==> src/core/ssr_pkg.sv <==
// package: register map, reset values, field positions and carriers of the sync source registers
//
// What this block does
// - override set: take path from choice bit
// - override clear and not both present: take path from detected status
// - choice 0 analog, 1 digital
// - honor choice on override or both present
// - hsync source from override or both hsync and green present, else detected
// - hsync choice 0 pin, 1 green
// - vsync source from override, else detected
// - vsync choice 0 raw, 1 separator
// - coast from pin or from vsync
// - active-low full chip sleep, resets awake
// - separator counts to threshold before toggling
// - scan enable bit
// - coast polarity self or configured
// - hsync polarity self or configured
// - status reports hsync and coast polarity
// - vsync polarity status uses inverted coding
// - slicer level bits, reset 10111
// - coast starts lead lines before vsync
// - coast holds trail lines after vsync
// - detected path reads 0 analog, 1 digital
// - detected hsync reads 0 pin, 1 green
package ssr_pkg;
   // ==========================================================
   // register offsets
   localparam logic [7:0] SSR_OFS_SELECT = 8'h12;
   localparam logic [7:0] SSR_OFS_SEP_LIMIT = 8'h13;
   localparam logic [7:0] SSR_OFS_POL_CTRL = 8'h14;
   localparam logic [7:0] SSR_OFS_POL_STAT = 8'h15;
   localparam logic [7:0] SSR_OFS_SLICER = 8'h16;
   localparam logic [7:0] SSR_OFS_LEAD = 8'h17;
   localparam logic [7:0] SSR_OFS_TRAIL = 8'h18;
   localparam logic [7:0] SSR_OFS_TEST_A = 8'h19;
   localparam logic [7:0] SSR_OFS_TEST_B = 8'h1a;
   // ==========================================================
   // values after reset
   localparam logic [7:0] SSR_RST_SELECT = 8'h01;
   localparam logic [7:0] SSR_RST_SEP_LIMIT = 8'h20;
   localparam logic [7:0] SSR_RST_POL_CTRL = 8'h00;
   localparam logic [7:0] SSR_RST_SLICER = 8'hbc;
   localparam logic [7:0] SSR_RST_LEAD = 8'h00;
   localparam logic [7:0] SSR_RST_TRAIL = 8'h00;
   localparam logic [7:0] SSR_RST_TEST_A = 8'h00;
   localparam logic [7:0] SSR_RST_TEST_B = 8'hff;
   // writable bits of the slicer register (bits 1:0 read zero)
   localparam logic [7:0] SSR_MSK_SLICER = 8'hfc;
   // ==========================================================
   // field positions, select register
   localparam int SSR_B_PATH_OVR = 7;
   localparam int SSR_B_PATH_SEL = 6;
   localparam int SSR_B_HS_OVR = 5;
   localparam int SSR_B_HS_SEL = 4;
   localparam int SSR_B_VS_OVR = 3;
   localparam int SSR_B_VS_SEL = 2;
   localparam int SSR_B_COAST_SRC = 1;
   localparam int SSR_B_SLEEP_N = 0;
   // field positions, polarity control and status
   localparam int SSR_B_SCAN = 2;
   localparam int SSR_B_COAST_POL_OVR = 1;
   localparam int SSR_B_HS_POL_OVR = 0;
   localparam int SSR_B_ST_HS_POL = 7;
   localparam int SSR_B_ST_VS_POL = 6;
   localparam int SSR_B_ST_COAST_POL = 5;
   // slicer level field
   localparam int SSR_B_SLICER_LO = 3;
   // ==========================================================
   // widths and counters
   localparam int SSR_BAL_W = 16;
   localparam int SSR_LINE_W = 11;
   localparam logic [SSR_LINE_W-1:0] SSR_LINE_MAX = 11'h7ff;
   // polarity channels: hsync, vsync pin, coast pin
   localparam int SSR_CH_HS = 0;
   localparam int SSR_CH_VS = 1;
   localparam int SSR_CH_COAST = 2;
   // pin bit order in the synchroniser
   localparam int SSR_P_HS = 0;
   localparam int SSR_P_SOG = 1;
   localparam int SSR_P_VS = 2;
   localparam int SSR_P_COAST = 3;
   // ==========================================================
   // carriers
   typedef struct packed {
      logic analog_hs_det;         // hsync present on analog side
      logic analog_sog_det;        // sync present on green
      logic analog_vs_det;         // vsync present on analog side
      logic digital_clk_det;       // clock present on digital side
      logic detected_input_path;   // 0 analog, 1 digital
      logic detected_hsync_source; // 0 hsync pin, 1 sync on green
      logic detected_vsync_source; // 0 raw, 1 separator
   } ssr_status_s;

   typedef struct packed {
      logic input_path_digital;   // active path, 1 = digital
      logic hsync_from_green;     // hsync source, 1 = green
      logic vsync_from_separator; // vsync source, 1 = separator
      logic coast_from_vsync;     // coast source, 1 = vsync
      logic chip_sleep_n;         // 0 = whole chip powered down
      logic scan_en;              // scan mode enable
      logic hs_pol_high;          // effective hsync polarity
      logic coast_pol_high;       // effective coast polarity
      logic [4:0] slicer_level;   // sync-on-green slicer threshold
   } ssr_route_s;
endpackage : ssr_pkg

==> src/core/ssr_regs.sv <==
// module: sync source selection registers with polarity, separator and coast timing
module ssr_regs (
   // clock and reset
   input wire logic clk,
   input wire logic sys_rst,
   // register access from the two-wire control engine
   input wire logic reg_wr,
   input wire logic reg_rd,
   input wire logic [7:0] reg_addr,
   input wire logic [7:0] reg_wdata,
   output logic [7:0] reg_rdata,
   // detection status and pll config, same clock
   input wire ssr_pkg::ssr_status_s det,
   input wire logic pll_hs_pol_cfg,
   input wire logic pll_coast_pol_cfg,
   // raw pins from outside the clock domain
   input wire logic hs_pin,
   input wire logic sog_pin,
   input wire logic vs_pin,
   input wire logic coast_pin,
   // routing and timing results
   output ssr_pkg::ssr_route_s route,
   output logic sep_vsync,
   output logic coast_out
);
   // ==========================================================
   // register file
   logic [7:0] sel_q, sel_d;       // source select and sleep
   logic [7:0] lim_q, lim_d;       // separator count limit
   logic [7:0] polc_q, polc_d;     // polarity override and scan
   logic [7:0] slc_q, slc_d;       // slicer level
   logic [7:0] lead_q, lead_d;     // coast lines before vsync
   logic [7:0] trail_q, trail_d;   // coast lines after vsync
   logic [7:0] ta_q, ta_d;         // factory test a
   logic [7:0] tb_q, tb_d;         // factory test b
   logic [7:0] rdata_d;            // read mux
   logic [7:0] stat_c;             // polarity status view

   // write decode; the status register has no write branch
   always_comb begin
      sel_d = sel_q;
      lim_d = lim_q;
      polc_d = polc_q;
      slc_d = slc_q;
      lead_d = lead_q;
      trail_d = trail_q;
      ta_d = ta_q;
      tb_d = tb_q;
      if (reg_wr) begin
         unique case (reg_addr)
            ssr_pkg::SSR_OFS_SELECT: sel_d = reg_wdata;
            ssr_pkg::SSR_OFS_SEP_LIMIT: lim_d = reg_wdata;
            ssr_pkg::SSR_OFS_POL_CTRL: polc_d = reg_wdata;
            ssr_pkg::SSR_OFS_SLICER: slc_d = reg_wdata & ssr_pkg::SSR_MSK_SLICER;
            ssr_pkg::SSR_OFS_LEAD: lead_d = reg_wdata;
            ssr_pkg::SSR_OFS_TRAIL: trail_d = reg_wdata;
            ssr_pkg::SSR_OFS_TEST_A: ta_d = reg_wdata;
            ssr_pkg::SSR_OFS_TEST_B: tb_d = reg_wdata;
            default: ; // status and unmapped writes dropped
         endcase
      end
   end

   // read mux, unmapped reads return zero
   always_comb begin
      rdata_d = reg_rdata;
      if (reg_rd) begin
         unique case (reg_addr)
            ssr_pkg::SSR_OFS_SELECT: rdata_d = sel_q;
            ssr_pkg::SSR_OFS_SEP_LIMIT: rdata_d = lim_q;
            ssr_pkg::SSR_OFS_POL_CTRL: rdata_d = polc_q;
            ssr_pkg::SSR_OFS_POL_STAT: rdata_d = stat_c;
            ssr_pkg::SSR_OFS_SLICER: rdata_d = slc_q;
            ssr_pkg::SSR_OFS_LEAD: rdata_d = lead_q;
            ssr_pkg::SSR_OFS_TRAIL: rdata_d = trail_q;
            ssr_pkg::SSR_OFS_TEST_A: rdata_d = ta_q;
            ssr_pkg::SSR_OFS_TEST_B: rdata_d = tb_q;
            default: rdata_d = 8'h00;
         endcase
      end
   end

   // register storage
   always_ff @(posedge clk) begin
      if (sys_rst) begin
         sel_q <= ssr_pkg::SSR_RST_SELECT; // awake after reset
         lim_q <= ssr_pkg::SSR_RST_SEP_LIMIT;
         polc_q <= ssr_pkg::SSR_RST_POL_CTRL;
         slc_q <= ssr_pkg::SSR_RST_SLICER;
         lead_q <= ssr_pkg::SSR_RST_LEAD;
         trail_q <= ssr_pkg::SSR_RST_TRAIL;
         ta_q <= ssr_pkg::SSR_RST_TEST_A;
         tb_q <= ssr_pkg::SSR_RST_TEST_B;
         reg_rdata <= 8'h00;
      end else begin
         sel_q <= sel_d;
         lim_q <= lim_d;
         polc_q <= polc_d;
         slc_q <= slc_d;
         lead_q <= lead_d;
         trail_q <= trail_d;
         ta_q <= ta_d;
         tb_q <= tb_d;
         reg_rdata <= rdata_d;
      end
   end

   // ==========================================================
   // pin synchronisers: second stage is the only reader of the first
   logic [3:0] meta_q, pin_q, prev_q;
   always_ff @(posedge clk) begin
      if (sys_rst) begin
         meta_q <= 4'h0;
         pin_q <= 4'h0;
      end else begin
         meta_q <= {coast_pin, vs_pin, sog_pin, hs_pin};
         pin_q <= meta_q;
      end
   end

   // ==========================================================
   // source routing
   ssr_pkg::ssr_route_s route_d;
   logic [2:0] pol_q, pol_d; // detected polarity per channel, 1 = active high
   logic both_path_c, both_hs_c;
   always_comb begin
      both_path_c = (det.analog_hs_det | det.analog_sog_det) & det.digital_clk_det;
      both_hs_c = det.analog_hs_det & det.analog_sog_det;
      // detected codes: path 0 analog / 1 digital, hsync 0 pin / 1 green
      route_d.input_path_digital = (sel_q[ssr_pkg::SSR_B_PATH_OVR] | both_path_c) ?
         sel_q[ssr_pkg::SSR_B_PATH_SEL] : det.detected_input_path;
      route_d.hsync_from_green = (sel_q[ssr_pkg::SSR_B_HS_OVR] | both_hs_c) ?
         sel_q[ssr_pkg::SSR_B_HS_SEL] : det.detected_hsync_source;
      route_d.vsync_from_separator = sel_q[ssr_pkg::SSR_B_VS_OVR] ?
         sel_q[ssr_pkg::SSR_B_VS_SEL] : det.detected_vsync_source;
      route_d.coast_from_vsync = sel_q[ssr_pkg::SSR_B_COAST_SRC];
      route_d.chip_sleep_n = sel_q[ssr_pkg::SSR_B_SLEEP_N];
      route_d.scan_en = polc_q[ssr_pkg::SSR_B_SCAN];
      route_d.hs_pol_high = polc_q[ssr_pkg::SSR_B_HS_POL_OVR] ?
         pll_hs_pol_cfg : pol_q[ssr_pkg::SSR_CH_HS];
      route_d.coast_pol_high = polc_q[ssr_pkg::SSR_B_COAST_POL_OVR] ?
         pll_coast_pol_cfg : pol_q[ssr_pkg::SSR_CH_COAST];
      route_d.slicer_level = slc_q[7:ssr_pkg::SSR_B_SLICER_LO];
   end

   // ==========================================================
   // polarity detection: a pulse shorter than its gap is the active level
   logic signed [ssr_pkg::SSR_BAL_W-1:0] bal_q [3], bal_d [3];
   logic [2:0] raw_c, rise_c;
   logic hs_raw_c, hs_act_c, vs_act_c, coast_pin_act_c;
   always_comb begin
      hs_raw_c = route.hsync_from_green ? pin_q[ssr_pkg::SSR_P_SOG] : pin_q[ssr_pkg::SSR_P_HS];
      raw_c = {pin_q[ssr_pkg::SSR_P_COAST], pin_q[ssr_pkg::SSR_P_VS], hs_raw_c};
      pol_d = pol_q;
      for (int i = 0; i < 3; i++) begin
         rise_c[i] = raw_c[i] & ~prev_q[i];
         bal_d[i] = bal_q[i];
         if (rise_c[i]) begin
            // high time minus low time over the last period
            pol_d[i] = bal_q[i] < 0;
            bal_d[i] = '0;
         end else if (raw_c[i] && bal_q[i] != {1'b0, {(ssr_pkg::SSR_BAL_W-1){1'b1}}}) begin
            // step is a full-width literal: a one-bit signed one would read as minus one
            bal_d[i] = bal_q[i] + 16'sh0001;
         end else if (!raw_c[i] && bal_q[i] != {1'b1, {(ssr_pkg::SSR_BAL_W-1){1'b0}}}) begin
            bal_d[i] = bal_q[i] - 16'sh0001;
         end
      end
      hs_act_c = hs_raw_c ~^ route.hs_pol_high;
      coast_pin_act_c = pin_q[ssr_pkg::SSR_P_COAST] ~^ route.coast_pol_high;
      stat_c = 8'h00;
      stat_c[ssr_pkg::SSR_B_ST_HS_POL] = pol_q[ssr_pkg::SSR_CH_HS];
      stat_c[ssr_pkg::SSR_B_ST_COAST_POL] = pol_q[ssr_pkg::SSR_CH_COAST];
      // raw vsync passes unchanged; separator output is always active high
      stat_c[ssr_pkg::SSR_B_ST_VS_POL] = ~route.vsync_from_separator &
         ~pol_q[ssr_pkg::SSR_CH_VS];
   end

   always_ff @(posedge clk) begin
      if (sys_rst) begin
         pol_q <= 3'h7;
         prev_q <= 4'h0;
         for (int i = 0; i < 3; i++) begin
            bal_q[i] <= '0;
         end
      end else begin
         pol_q <= pol_d;
         prev_q <= {1'b0, raw_c};
         for (int i = 0; i < 3; i++) begin
            bal_q[i] <= bal_d[i];
         end
      end
   end

   // ==========================================================
   // sync separator: output follows hsync only after it held limit clocks
   logic [7:0] scnt_q, scnt_d;
   logic sep_d, hs_prev_q, vs_prev_q;
   logic [8:0] snext_c;
   always_comb begin
      snext_c = {1'b0, scnt_q} + 9'h001;
      scnt_d = 8'h00;
      sep_d = sep_vsync;
      if (hs_act_c != sep_vsync) begin
         if (snext_c >= {1'b0, lim_q}) begin
            sep_d = hs_act_c;
         end else begin
            scnt_d = snext_c[7:0];
         end
      end
      if (!route.chip_sleep_n) begin
         sep_d = 1'b0;
         scnt_d = 8'h00;
      end
   end

   // ==========================================================
   // coast window: lead lines before and trail lines after vsync
   logic [ssr_pkg::SSR_LINE_W-1:0] line_q, line_d, frame_q, frame_d;
   logic [7:0] tcnt_q, tcnt_d;
   logic coast_d, hs_rise_c, vs_rise_c, lead_win_c, coast_int_c;
   logic [ssr_pkg::SSR_LINE_W:0] reach_c;
   always_comb begin
      vs_act_c = route.vsync_from_separator ? sep_vsync :
         (pin_q[ssr_pkg::SSR_P_VS] ~^ pol_q[ssr_pkg::SSR_CH_VS]);
      hs_rise_c = hs_act_c & ~hs_prev_q;
      vs_rise_c = vs_act_c & ~vs_prev_q;
      reach_c = {1'b0, line_q} + {4'h0, lead_q};
      // lead window needs one whole frame measured first
      lead_win_c = (lead_q != 8'h00) && (frame_q != '0) && (reach_c >= {1'b0, frame_q});
      coast_int_c = vs_act_c | lead_win_c | (tcnt_q != 8'h00);
      line_d = line_q;
      frame_d = frame_q;
      tcnt_d = tcnt_q;
      if (vs_rise_c) begin
         frame_d = line_q;
         line_d = '0;
      end else if (hs_rise_c && line_q != ssr_pkg::SSR_LINE_MAX) begin
         line_d = line_q + 1'b1;
      end
      if (vs_act_c) begin
         tcnt_d = trail_q; // trail count starts when vsync ends
      end else if (hs_rise_c && tcnt_q != 8'h00) begin
         tcnt_d = tcnt_q - 8'h01;
      end
      coast_d = route.coast_from_vsync ? coast_int_c : coast_pin_act_c;
      if (!route.chip_sleep_n) begin
         line_d = '0;
         frame_d = '0;
         tcnt_d = 8'h00;
         coast_d = 1'b0;
      end
   end

   // timing and routing registers
   always_ff @(posedge clk) begin
      if (sys_rst) begin
         route <= '{default: 1'b0, chip_sleep_n: 1'b1, hs_pol_high: 1'b1,
                    coast_pol_high: 1'b1, slicer_level: 5'h17};
         scnt_q <= 8'h00;
         sep_vsync <= 1'b0;
         hs_prev_q <= 1'b0;
         vs_prev_q <= 1'b0;
         line_q <= '0;
         frame_q <= '0;
         tcnt_q <= 8'h00;
         coast_out <= 1'b0;
      end else begin
         route <= route_d;
         scnt_q <= scnt_d;
         sep_vsync <= sep_d;
         hs_prev_q <= hs_act_c;
         vs_prev_q <= vs_act_c;
         line_q <= line_d;
         frame_q <= frame_d;
         tcnt_q <= tcnt_d;
         coast_out <= coast_d;
      end
   end
endmodule : ssr_regs

==> config.mk <==
export PLATFORM = sky130hd
export DESIGN_NAME = ssr_regs
export DESIGN_NICKNAME = d
export VERILOG_FILES = /design/src/core/ssr_pkg.sv /design/src/core/ssr_regs.sv
export SDC_FILE = /design/constraint.sdc
export NUM_CORES = 1
export LEC_CHECK = 0
export ABC_AREA = 1
export BUFFER_PORTS_ARGS = -buffer_cell sky130_fd_sc_hd__buf_2
export CORE_AREA = 2 2 142 130
export CTS_CLUSTER_SIZE = 25
export DETAILED_ROUTE_END_ITERATION = 10
export DIE_AREA = 0 0 144 132
export PLACE_DENSITY = 0.75
export RECOVER_POWER = 50
export SKIP_LAST_GASP = 1
export SLEW_MARGIN = 10
export SYNTH_ARGS = -nofsm -noshare
export SYNTH_HDL_FRONTEND = slang
export SYNTH_SLANG_ARGS = --single-unit
==> constraint.sdc <==
create_clock -name clk -period 2.85 [get_ports clk]
set_clock_uncertainty 0.05 [all_clocks]
set_input_delay 0.855 -clock clk [delete_from_list [all_inputs] [get_ports clk]]
set_output_delay 0.855 -clock clk [all_outputs]
set_load 0.1 [all_outputs]
==> flow_summary.ini, run 1 <==
[clock_tree]
insertion_delay_ps = 440
root_buffer = clkbuf_16
clock_path_buffers = 2
cts_sinks = 187
h-tree-depth = 4
clk_pin_slew_ps = 80
cts_hold_buf = 0
cts_buffers = 17
tritoncts = yes

[synth]
netlist_area_um2 = 10300
synth.avg_cell_area_um2 = 7.20
synth_cells = 1430
synthArstFlopShare_pct = 0
synth-seq-cells = 187
synth_edf_count = 0
yosys_most_used_dff = dfxtp_1
syn-num-nets = 1540
synth_warnings = 0
seq_area_frac_synth_pct = 36.4
synth.distinct_cells = 46

[floorplan]
die_area_um2 = 19000
die_h_um = 132
core_um2 = 17400
num_rows = 46
start_util_pct = 59.0
die_width_um = 144
io_pins = 56

[route]
wl_per_cell_um = 14.8
antenna_left = 0
drt_wl_total_mm = 26.1
drc = 0
vias = 9745
viasPerCell = 5.51
drt-initial-drc-count = 662
drt_pass1_iterations = 5

[critical_path]
cp.arrival_ps = 3000
max_stage_delay_ps = 380
slowest_stage = ha_2
endpoint_kind = register
critPathRequiredTime_ps = 3130
critPathKind = reg -> reg
path_max_fanout = 5
cp-start-kind = register
critical_path.cell_chain = ha_2 > nand3_1 > nand2_1 > a31oi_2 > o21ai_1 > nand3_1 > nand2_1 > xor2_1 > ha_1 > a21oi_1 > o2111ai_1 > nor2_1 > nand3_1 > nand2_1 > a21oi_2

[run_status]
status = finished, final reports clean

[run]
maxCapViolCount = 0

[placed_design]
dp_hpwl_mm = 19.3
io_buffers = 54
pre_cts_ws_ps = -44.7
gp_congestion = 0.955

[global_routing]
antenna_found_initial = 1
grt_pass1_wl_mm = 42.5
use_met3_pct = 4.61
track_usage_pct = 27.8
use_met1_pct = 38.9
grt_overflow_total = 0
grt_use_met2_pct = 43.4
grt_pass1_vias = 8823
busiest_layer = met2
grt_max_degree = 60

[sta]
final.period_utilization_pct = 95.7
max_freq_mhz = 367
drv_slew = 0
setup_violations = 0
period_minus_slack_ps = 2730
slew_headroom_pct = 20.5
worst_slew_pin_slew_ps = 1180
report.final.hold_viol_count = 0
rsz0062_at_grt = yes
setup_ws_ps = 124

[pwr]
switchingPower_mw = 3.81
powerDensity_nw_per_um2 = 814
totalPowerFinal_mw = 9.53
ir_drop_mv = 0.530
pwr-share-comb_pct = 40.5
p_int_mw = 5.73
netSwitchingFraction_pct = 39.9
leakage_nw = 5.46
p_clk_share_pct = 25.6
p_seq_share_pct = 33.9

[final_layout]
area_delta_synth_final_pct = 13.7
antenna_cells = 0
final_nets = 1625
mostFrequentLayoutCell = nand2_1
drive_gt1_share_pct = 9.95
nFillCells = 1581
final_cell_mix = 266 x nand2_1, 194 x inv_1, 183 x dfxtp_1, 156 x a21oi_1, 132 x nor2_1

[worst_hold_path]
worstHoldPathType = reg -> reg
[layout make-up]
type                       instances  area (µm²)  share of cell area, %
multi-input combinational       1018        5750                   49.1
sequential                       187        3750                   32.0
clock inverter                    15         189                   1.61
inverter                         196         736                   6.29
clock buffer                      17         425                   3.63
tap                              240         300                   2.57
timing repair buffer              95         552                   4.71
[synth_stat cells, types with 3 or more instances]
master | n | share of area (%)
nand2_1 | 264 | 9.6
nand3b_1 | 4 | 0.29
a211oi_1 | 8 | 0.58
ha_1 | 73 | 8.9
nor4_1 | 21 | 1.3
o22ai_1 | 10 | 0.61
nand2_2 | 3 | 0.18
nor3_1 | 24 | 1.2
o221ai_1 | 4 | 0.34
xor2_1 | 24 | 2.0
or2_2 | 3 | 0.18
dfxtp_1 | 187 | 36
o21ai_0 | 104 | 5.1
o21bai_1 | 7 | 0.51
a21oi_1 | 163 | 7.9
inv_1 | 193 | 7.0
a21o_1 | 11 | 0.80
nand3_1 | 77 | 3.7
xnor2_1 | 25 | 2.1
a31oi_1 | 8 | 0.49
nor2_1 | 130 | 4.7
fa_1 | 4 | 0.78
buf_1 | 3 | 0.11
a221oi_1 | 4 | 0.34
o211ai_1 | 4 | 0.29
clkbuf_1 | 20 | 0.73
o31ai_1 | 3 | 0.22
buf_2 | 6 | 0.29
nand4_1 | 19 | 1.2
[power by group through the flow]
stage	logic [mW]	clock network, mW	registers [mW]
after floorplan	2.94	0	3.25
after global placement	3.64	0	3.28
after detailed placement	3.73	0	3.28
after CTS	3.77	2.47	3.23
after global routing	4.39	2.59	3.28
final	3.86	2.44	3.23
[cell families (layout without fill, tap and decap cells)]
group | Yosys count | in the layout | share of synthesized area [%]
flip-flops | 187 | 187 | 36.4
XOR/XNOR | 50 | 50 | 4.33
buffers and inverters | 225 | 323 | 8.28
adder cells (fa/ha/maj) | 77 | 77 | 9.65
AO/OA/AOI/OAI | 335 | 335 | 17.9
AND/OR/NAND/NOR | 556 | 556 | 23.5
[sequential cells by signal, summed over array words and instances (netlist names), 11 cells and up]
name and count:
frame_q 11, line_q 11, route 13, bal_q 48
[worst max-delay path, delay by kind of cell, from the launching register on]
| kind | cells | cell delay, ps |
|---|---|---|
| flops | 1 | 340 |
| xor+xnor | 1 | 150 |
| simple gates | 7 | 740 |
| compound gates | 5 | 700 |
| fa+ha+maj | 2 | 640 |
[repair_timing]
| action | 4_1_cts | 5_1_grt |
|---|---|---|
| setup endpoints to repair | 1 | 10 |
| resized for setup | 2 | 22 |
| buffers inserted | 0 | 0 |
| pin swaps | 0 | 2 |
| hold endpoints to repair | 0 | 0 |
[worst paths after layout]
check	start	to	slack, ps	depth (start not counted)
setup / recovery	line_q[2]$_SDFFE_PP0P_	coast_out$_SDFF_PP0_	120	15
hold / removal	meta_q[3]$_SDFF_PP0_	pin_q[3]$_SDFF_PP0_	360	2
setup reg to reg	line_q[2]$_SDFFE_PP0P_	coast_out$_SDFF_PP0_	120	15
hold reg to reg	meta_q[3]$_SDFF_PP0_	pin_q[3]$_SDFF_PP0_	360	2
[per-layer routing]
metal,wire length (µm),vias to the layer above
met4,552,2
met5,11,-
met2,11900,290
met1,12300,4431
li1,-,4964
met3,1390,58
[stage by stage]
step	TNS [ps]	instances	instance area, µm²	utilization (%)	hold WS (ps)
2_1_floorplan	0	1430	10300	-	338
3_3_place_gp	0	1736	11100	63.4	340
3_5_place_dp	-44.7	1736	11100	63.4	349
4_1_cts	0	1768	11700	67.0	362
5_1_grt	-193	1768	11700	67.1	387
6_report	0	1768	11700	67.1	356
(Power assumes the default switching activity.)
==> run 2, diff against run 1 <==
- ABC_AREA: 1 -> not set
- PLACE_DENSITY: 0.75 -> 0.76
==> run 2 against run 1 <==
The run now ends with negative setup slack left. Critical path depth down 2. Synthesized cell count down 16%. Clock-buffer cell count up 3. Setup slack worse by 310 ps. Cell count down 11%. Design area up 3.7%. Area after synthesis up 0.86%. Clock power down 5%. Non-clock buffer count up 46. Via count down 4.4%.
==> flow_summary.ini, run 2 <==
[run_status]
status = finished, violations left
violations = negative setup slack

[final_layout]
reg_top3 = bal_q: 48 flops, route: 13 flops
largest_register_ffs = 48
mostFrequentLayoutCell = dfxtp_1
area_delta_synth_final_pct = 17.0
final_nets = 1427
final_cell_mix = 178 x dfxtp_1, 122 x nand2_1, 113 x nor2_1, 103 x a21oi_1, 73 x buf_4
drive_gt1_share_pct = 16.3
top_register = bal_q

[synth]
seq_area_frac_synth_pct = 36.1
synth_area_leaders = dfxtp_1 36%, ha_1 8.8%, mux2i_1 5.9%
synth.distinct_cells = 77
yosys_most_used_dff = dfxtp_1
synth-seq-cells = 187
synth_commonest_cells = 187 x dfxtp_1, 122 x nand2_1, 114 x a21oi_1, 113 x nor2_1, 73 x ha_1
synth_top_area_share_pct = 36.1
netlist_area_um2 = 10400
synth_warnings = 0
syn-num-nets = 1316
synth.most_common_cell = dfxtp_1
yosysTopAreaCell = dfxtp_1
synth.avg_cell_area_um2 = 8.61
synth_cells = 1206
synthArstFlopShare_pct = 0
synth_edf_count = 0

[floorplan]
die_width_um = 144
start_util_pct = 59.5
die_h_um = 132
io_pins = 56
die_area_um2 = 19000
core_um2 = 17400
num_rows = 46

[route]
antenna_left = 0
drt_pass1_iterations = 8
drt-initial-drc-count = 636
drc = 0
wl_per_cell_um = 17.1
viasPerCell = 5.93
vias = 9317
drt_wl_total_mm = 26.9

[sta]
max_freq_mhz = 329
period_minus_slack_ps = 3040
drv_slew = 0
setup_ws_ps = -188
setup_violations = 1
rsz0062_at_grt = yes
slew_headroom_pct = 22.1
report.final.hold_viol_count = 0
worst_slew_pin_slew_ps = 1170
final.period_utilization_pct = 107

[run]
maxCapViolCount = 0

[pwr]
powerDensity_nw_per_um2 = 780
totalPowerFinal_mw = 9.47
leakage_nw = 5.09
ir_drop_mv = 0.666

[placed_design]
io_buffers = 54
gp_congestion = 0.932
dp_hpwl_mm = 19.3
pre_cts_ws_ps = -162

[critical_path]
slowest_stage = dfxtp_2
endpoint_kind = register
critPathKind = reg -> reg
cp-start-kind = register
path_max_fanout = 2
cp_common_cell = a21oi_1
cp.arrival_ps = 3310
critical_path.cell_chain = ha_4 > fa_2 > a21o_1 > a21oi_2 > nor2b_1 > o311ai_2 > a21oi_1 > xor2_1 > ha_1 > a211oi_2 > o2111ai_1 > a211oi_1 > a21oi_1
critPathRequiredTime_ps = 3120
max_stage_delay_ps = 340

[global_routing]
grt_pass1_vias = 8610
grt_overflow_total = 0
antenna_found_initial = 1
grt_max_degree = 44
grt_pass1_wl_mm = 42.4
track_usage_pct = 27.9

[clock_tree]
insertion_delay_ps = 440
clock_path_buffers = 2
cts_buffers = 17
tritoncts = yes
clk_pin_slew_ps = 70
cts_sinks = 187
root_buffer = clkbuf_16
h-tree-depth = 4

[worst_hold_path]
worstHoldPathType = reg -> reg
-- run 2: changes by cell type after synthesis, sizes merged, moves of 10 or more --
cell	before	now
buf	9	19
xor2	25	39
clkbuf	20	30
mux2i	0	62
inv	195	41
a211oi	8	21
nor2	133	115
o21ai	106	59
and3	1	11
a21oi	163	114
nand3	78	42
nand2	269	122
nor2b	0	28
-- run 2: final timing paths --
| kind | end | startpoint | cells after the start | slack [ps] |
|---|---|---|---|---|
| worst max register to register | coast_out$_SDFF_PP0_ | lead_q[0]$_SDFFE_PP0P_ | 13 | -190 |
| worst min register to register | pin_q[3]$_SDFF_PP0_ | meta_q[3]$_SDFF_PP0_ | 1 | 390 |
| worst max-delay path | coast_out$_SDFF_PP0_ | lead_q[0]$_SDFFE_PP0P_ | 13 | -190 |
| worst min-delay path | pin_q[3]$_SDFF_PP0_ | meta_q[3]$_SDFF_PP0_ | 1 | 390 |
-- run 2: worst max-delay path: cells and delay by family (launching register included) --
family                   cells  cell delay [ps]
AO/OA/AOI/OAI                8             1500
XOR/XNOR                     1              160
adder cells (fa/ha/maj)      3              800
flip-flops                   1              340
AND/OR/NAND/NOR              1               80
-- run 2: kinds of logic (layout without fill, tap and decap cells) --
logic type / after synthesis / in the layout / share of synthesized area [%]
AOI/OAI and AO/OA: 303 / 303 / 18.8
xor gates and xnor gates: 66 / 66 / 5.64
adders and majority gates: 77 / 77 / 9.57
buffers and inverters: 91 / 215 / 3.65
DFF: 187 / 187 / 36.1
muxes: 65 / 65 / 6.53
other: 0 / 1 / 0
and+or+nand+nor: 417 / 417 / 19.8
-- run 2: power by group --
group	internal, mW	switching [mW]
Clock	1.26	1.06
Combinational	1.84	2.10
Sequential	2.92	0.277
-- run 2: metal layers --
metal	wire length (µm)	global-route usage (%)
met1	12100	38.7
met2	12500	44.0
met3	1660	4.83
met4	609	9.31
met5	0	0
-- run 2: stage by stage --
step	area, µm²	TNS [ps]	hold WS (ps)	util, %	cells
2_1_floorplan	10500	-74.5	364	-	1206
3_3_place_gp	11400	-148	375	65.5	1528
3_5_place_dp	11400	-162	380	65.5	1528
4_1_cts	12000	-138	397	68.8	1561
5_1_grt	12100	-779	404	69.6	1571
6_report	12100	-188	392	69.6	1571
-- run 2: layout make-up --
cell class,instances,area (µm²)
Antenna cell,1,2.50
Inverter,42,158
Multi-Input combinational cell,928,6460
Fill cell,1395,5300
Clock inverter,12,113
Tap cell,240,300
Clock buffer,20,457
Sequential cell,187,3760
Timing Repair Buffer,141,890
-- run 2: repair_timing --
action / CTS / global route
buffers inserted: 1 / 9
pin swaps: 5 / 19
hold buffers: 0 / 0
endpoints found under the setup margin: 1 / 26
gates resized for setup: 0 / 43
hold endpoints to repair: 0 / 0
==> run 3, diff against run 2 <==
- PLACE_DENSITY: 0.76 -> 0.78
==> run 3 against run 2 <==
The run still ends with negative setup slack left. Global-route usage up 0.49 points. Design area up 0.55%. Critical path depth unchanged. Clock power down 3%. Worst hold slack better by 5.3 ps. First-iteration DRC count up 22%. Fmax up 1.8%. Power about the same. Combinational power up 2%. Wire length up 2.9%. Die area unchanged.
==> flow_summary.ini, run 3 (synthesis results as in run 2) <==
[sta]
slew_headroom_pct = 19.9
max_freq_mhz = 335
report.final.hold_viol_count = 0
final.period_utilization_pct = 105
rsz0062_at_grt = yes
period_minus_slack_ps = 2980
setup_ws_ps = -133
drv_slew = 0
setup_violations = 1
worst_slew_pin_slew_ps = 1190

[global_routing]
track_usage_pct = 28.4
grt_pass1_wl_mm = 43.4
grt_max_degree = 53
antenna_found_initial = 0
grt_pass1_vias = 8822
grt_overflow_total = 0

[pwr]
leakage_nw = 5.14
p_seq_share_pct = 33.6
p_int_mw = 5.93
powerDensity_nw_per_um2 = 775
p_clk_share_pct = 23.7
netSwitchingFraction_pct = 37.3
switchingPower_mw = 3.52
ir_drop_mv = 0.630
totalPowerFinal_mw = 9.46
pwr-share-comb_pct = 42.6

[clock_tree]
h-tree-depth = 4
clock_path_buffers = 2
insertion_delay_ps = 440
tritoncts = yes
clk_pin_slew_ps = 70
cts_sinks = 187
cts_buffers = 17
root_buffer = clkbuf_16

[floorplan]
die_width_um = 144
die_h_um = 132
die_area_um2 = 19000
num_rows = 46
core_um2 = 17400
start_util_pct = 59.5
io_pins = 56

[route]
drc = 0
antenna_left = 0
drt-initial-drc-count = 774
vias = 9522
drt_pass1_iterations = 5
drt_wl_total_mm = 27.7
viasPerCell = 6.02
wl_per_cell_um = 17.5

[final_layout]
drive_gt1_share_pct = 16.9
largest_register_ffs = 48
final_nets = 1438
stdcell_area_um2 = 12200
mostFrequentLayoutCell = dfxtp_1
antenna_cells = 0
area_delta_synth_final_pct = 17.6
reg_top3 = bal_q: 48 flops, route: 13 flops
top_register = bal_q
nFillCells = 1322
multi_input_area_um2 = 6460
final_cell_mix = 176 x dfxtp_1, 122 x nand2_1, 113 x nor2_1, 107 x a21oi_1, 82 x buf_4
final-seq-area_um2 = 3760

[run]
maxCapViolCount = 0

[placed_design]
place_area_um2 = 11400
dp_hpwl_mm = 19.7
gp_congestion = 0.975
pre_cts_ws_ps = -170
io_buffers = 54

[worst_hold_path]
min_to = pin_q[2]$_SDFF_PP0_
min_from = meta_q[2]$_SDFF_PP0_
worstHoldPathCells = 1
worstHoldPathType = reg -> reg

[critical_path]
slowest_stage = dfxtp_2
ff2ff_path_depth = 13
cp-start-kind = register
cp_common_cell = a21oi_2
path_buf_inv = 0
critPathKind = reg -> reg
max_stage_delay_ps = 340
worstReg2RegStart = line_q[0]$_SDFFE_PP0P_
r2r-end = coast_out$_SDFF_PP0_
cp_top_family = compound AO/OA/AOI/OAI gates
rrSetupSlack_ps = -130
path_max_fanout = 2
endpoint_kind = register
critical_path.cell_chain = ha_4 > fa_2 > a21o_1 > a21oi_2 > nor2b_1 > o311ai_2 > a21oi_2 > xor2_1 > ha_1 > a211oi_2 > o2111ai_1 > a211oi_1 > a21oi_1
critPathRequiredTime_ps = 3120
cp.arrival_ps = 3260

[run_status]
violations = negative setup slack
status = finished, violations left
## run 3: worst max-delay path by stage
stage	start	endpoint	slack (ps)	cells past startpoint
2_1_floorplan	bal_q[0][14]$_SDFFE_PP0P_	bal_q[0][12]$_SDFFE_PP0P_	-40	9
3_3_place_gp	lead_q[0]$_SDFFE_PP0P_	coast_out$_SDFF_PP0_	-140	13
3_5_place_dp	lead_q[0]$_SDFFE_PP0P_	coast_out$_SDFF_PP0_	-170	13
4_1_cts	lead_q[0]$_SDFFE_PP0P_	coast_out$_SDFF_PP0_	-130	13
5_1_grt	lead_q[0]$_SDFFE_PP0P_	coast_out$_SDFF_PP0_	-240	13
6_report	line_q[0]$_SDFFE_PP0P_	coast_out$_SDFF_PP0_	-130	13
## run 3: timing repair
action | CTS | global route
setup endpoints to repair | 1 | 28
hold buffers | 0 | 0
resized for setup | 1 | 53
buffers inserted | 0 | 19
pin swaps | 3 | 22
## run 3: final cells by class
cell class / count / share of cell area, %
Inverter: 42 / 1.29
Clock inverter: 14 / 0.943
Tap cell: 240 / 2.46
Multi-Input combinational cell: 928 / 52.9
Clock buffer: 18 / 3.52
Timing Repair Buffer: 152 / 8.09
Sequential cell: 187 / 30.8
## run 3: worst register-to-register path, stage by stage, from the launching register on
cell	delay (ps)
dfxtp_2	340
ha_4	160
fa_2	350
a21o_1	180
a21oi_2	150
nor2b_1	80
o311ai_2	300
a21oi_2	110
xor2_1	150
ha_1	310
a211oi_2	230
o2111ai_1	150
a211oi_1	240
a21oi_1	90
## run 3: per-stage QoR
stage,std cells,setup TNS [ps],utilization (%),hold WS (ps)
3_5_place_dp,1530,-170,65.6,377
2_1_floorplan,1206,-74.5,-,364
6_report,1581,-133,70.0,398
4_1_cts,1562,-128,68.8,395
5_1_grt,1581,-986,70.0,406
3_3_place_gp,1530,-140,65.6,367
## run 3: power groups by stage
| stage | registers, mW | clock network, mW | logic [mW] |
|---|---|---|---|
| 5_1_grt | 3.22 | 2.37 | 4.42 |
| 3_3_place_gp | 3.20 | 0 | 3.53 |
| 6_report | 3.18 | 2.24 | 4.03 |
| 3_5_place_dp | 3.21 | 0 | 3.62 |
| 4_1_cts | 3.16 | 2.27 | 3.65 |
| 2_1_floorplan | 3.20 | 0 | 2.76 |
## run 3: layer usage
layer  up-vias  routed length, µm  GRT usage, %
met4         0                432          7.19
met3        39               1750          5.67
met1      4542              12300          39.0
met5         -                  0             0
met2       352              13200          45.9
li1       4589                  -             -
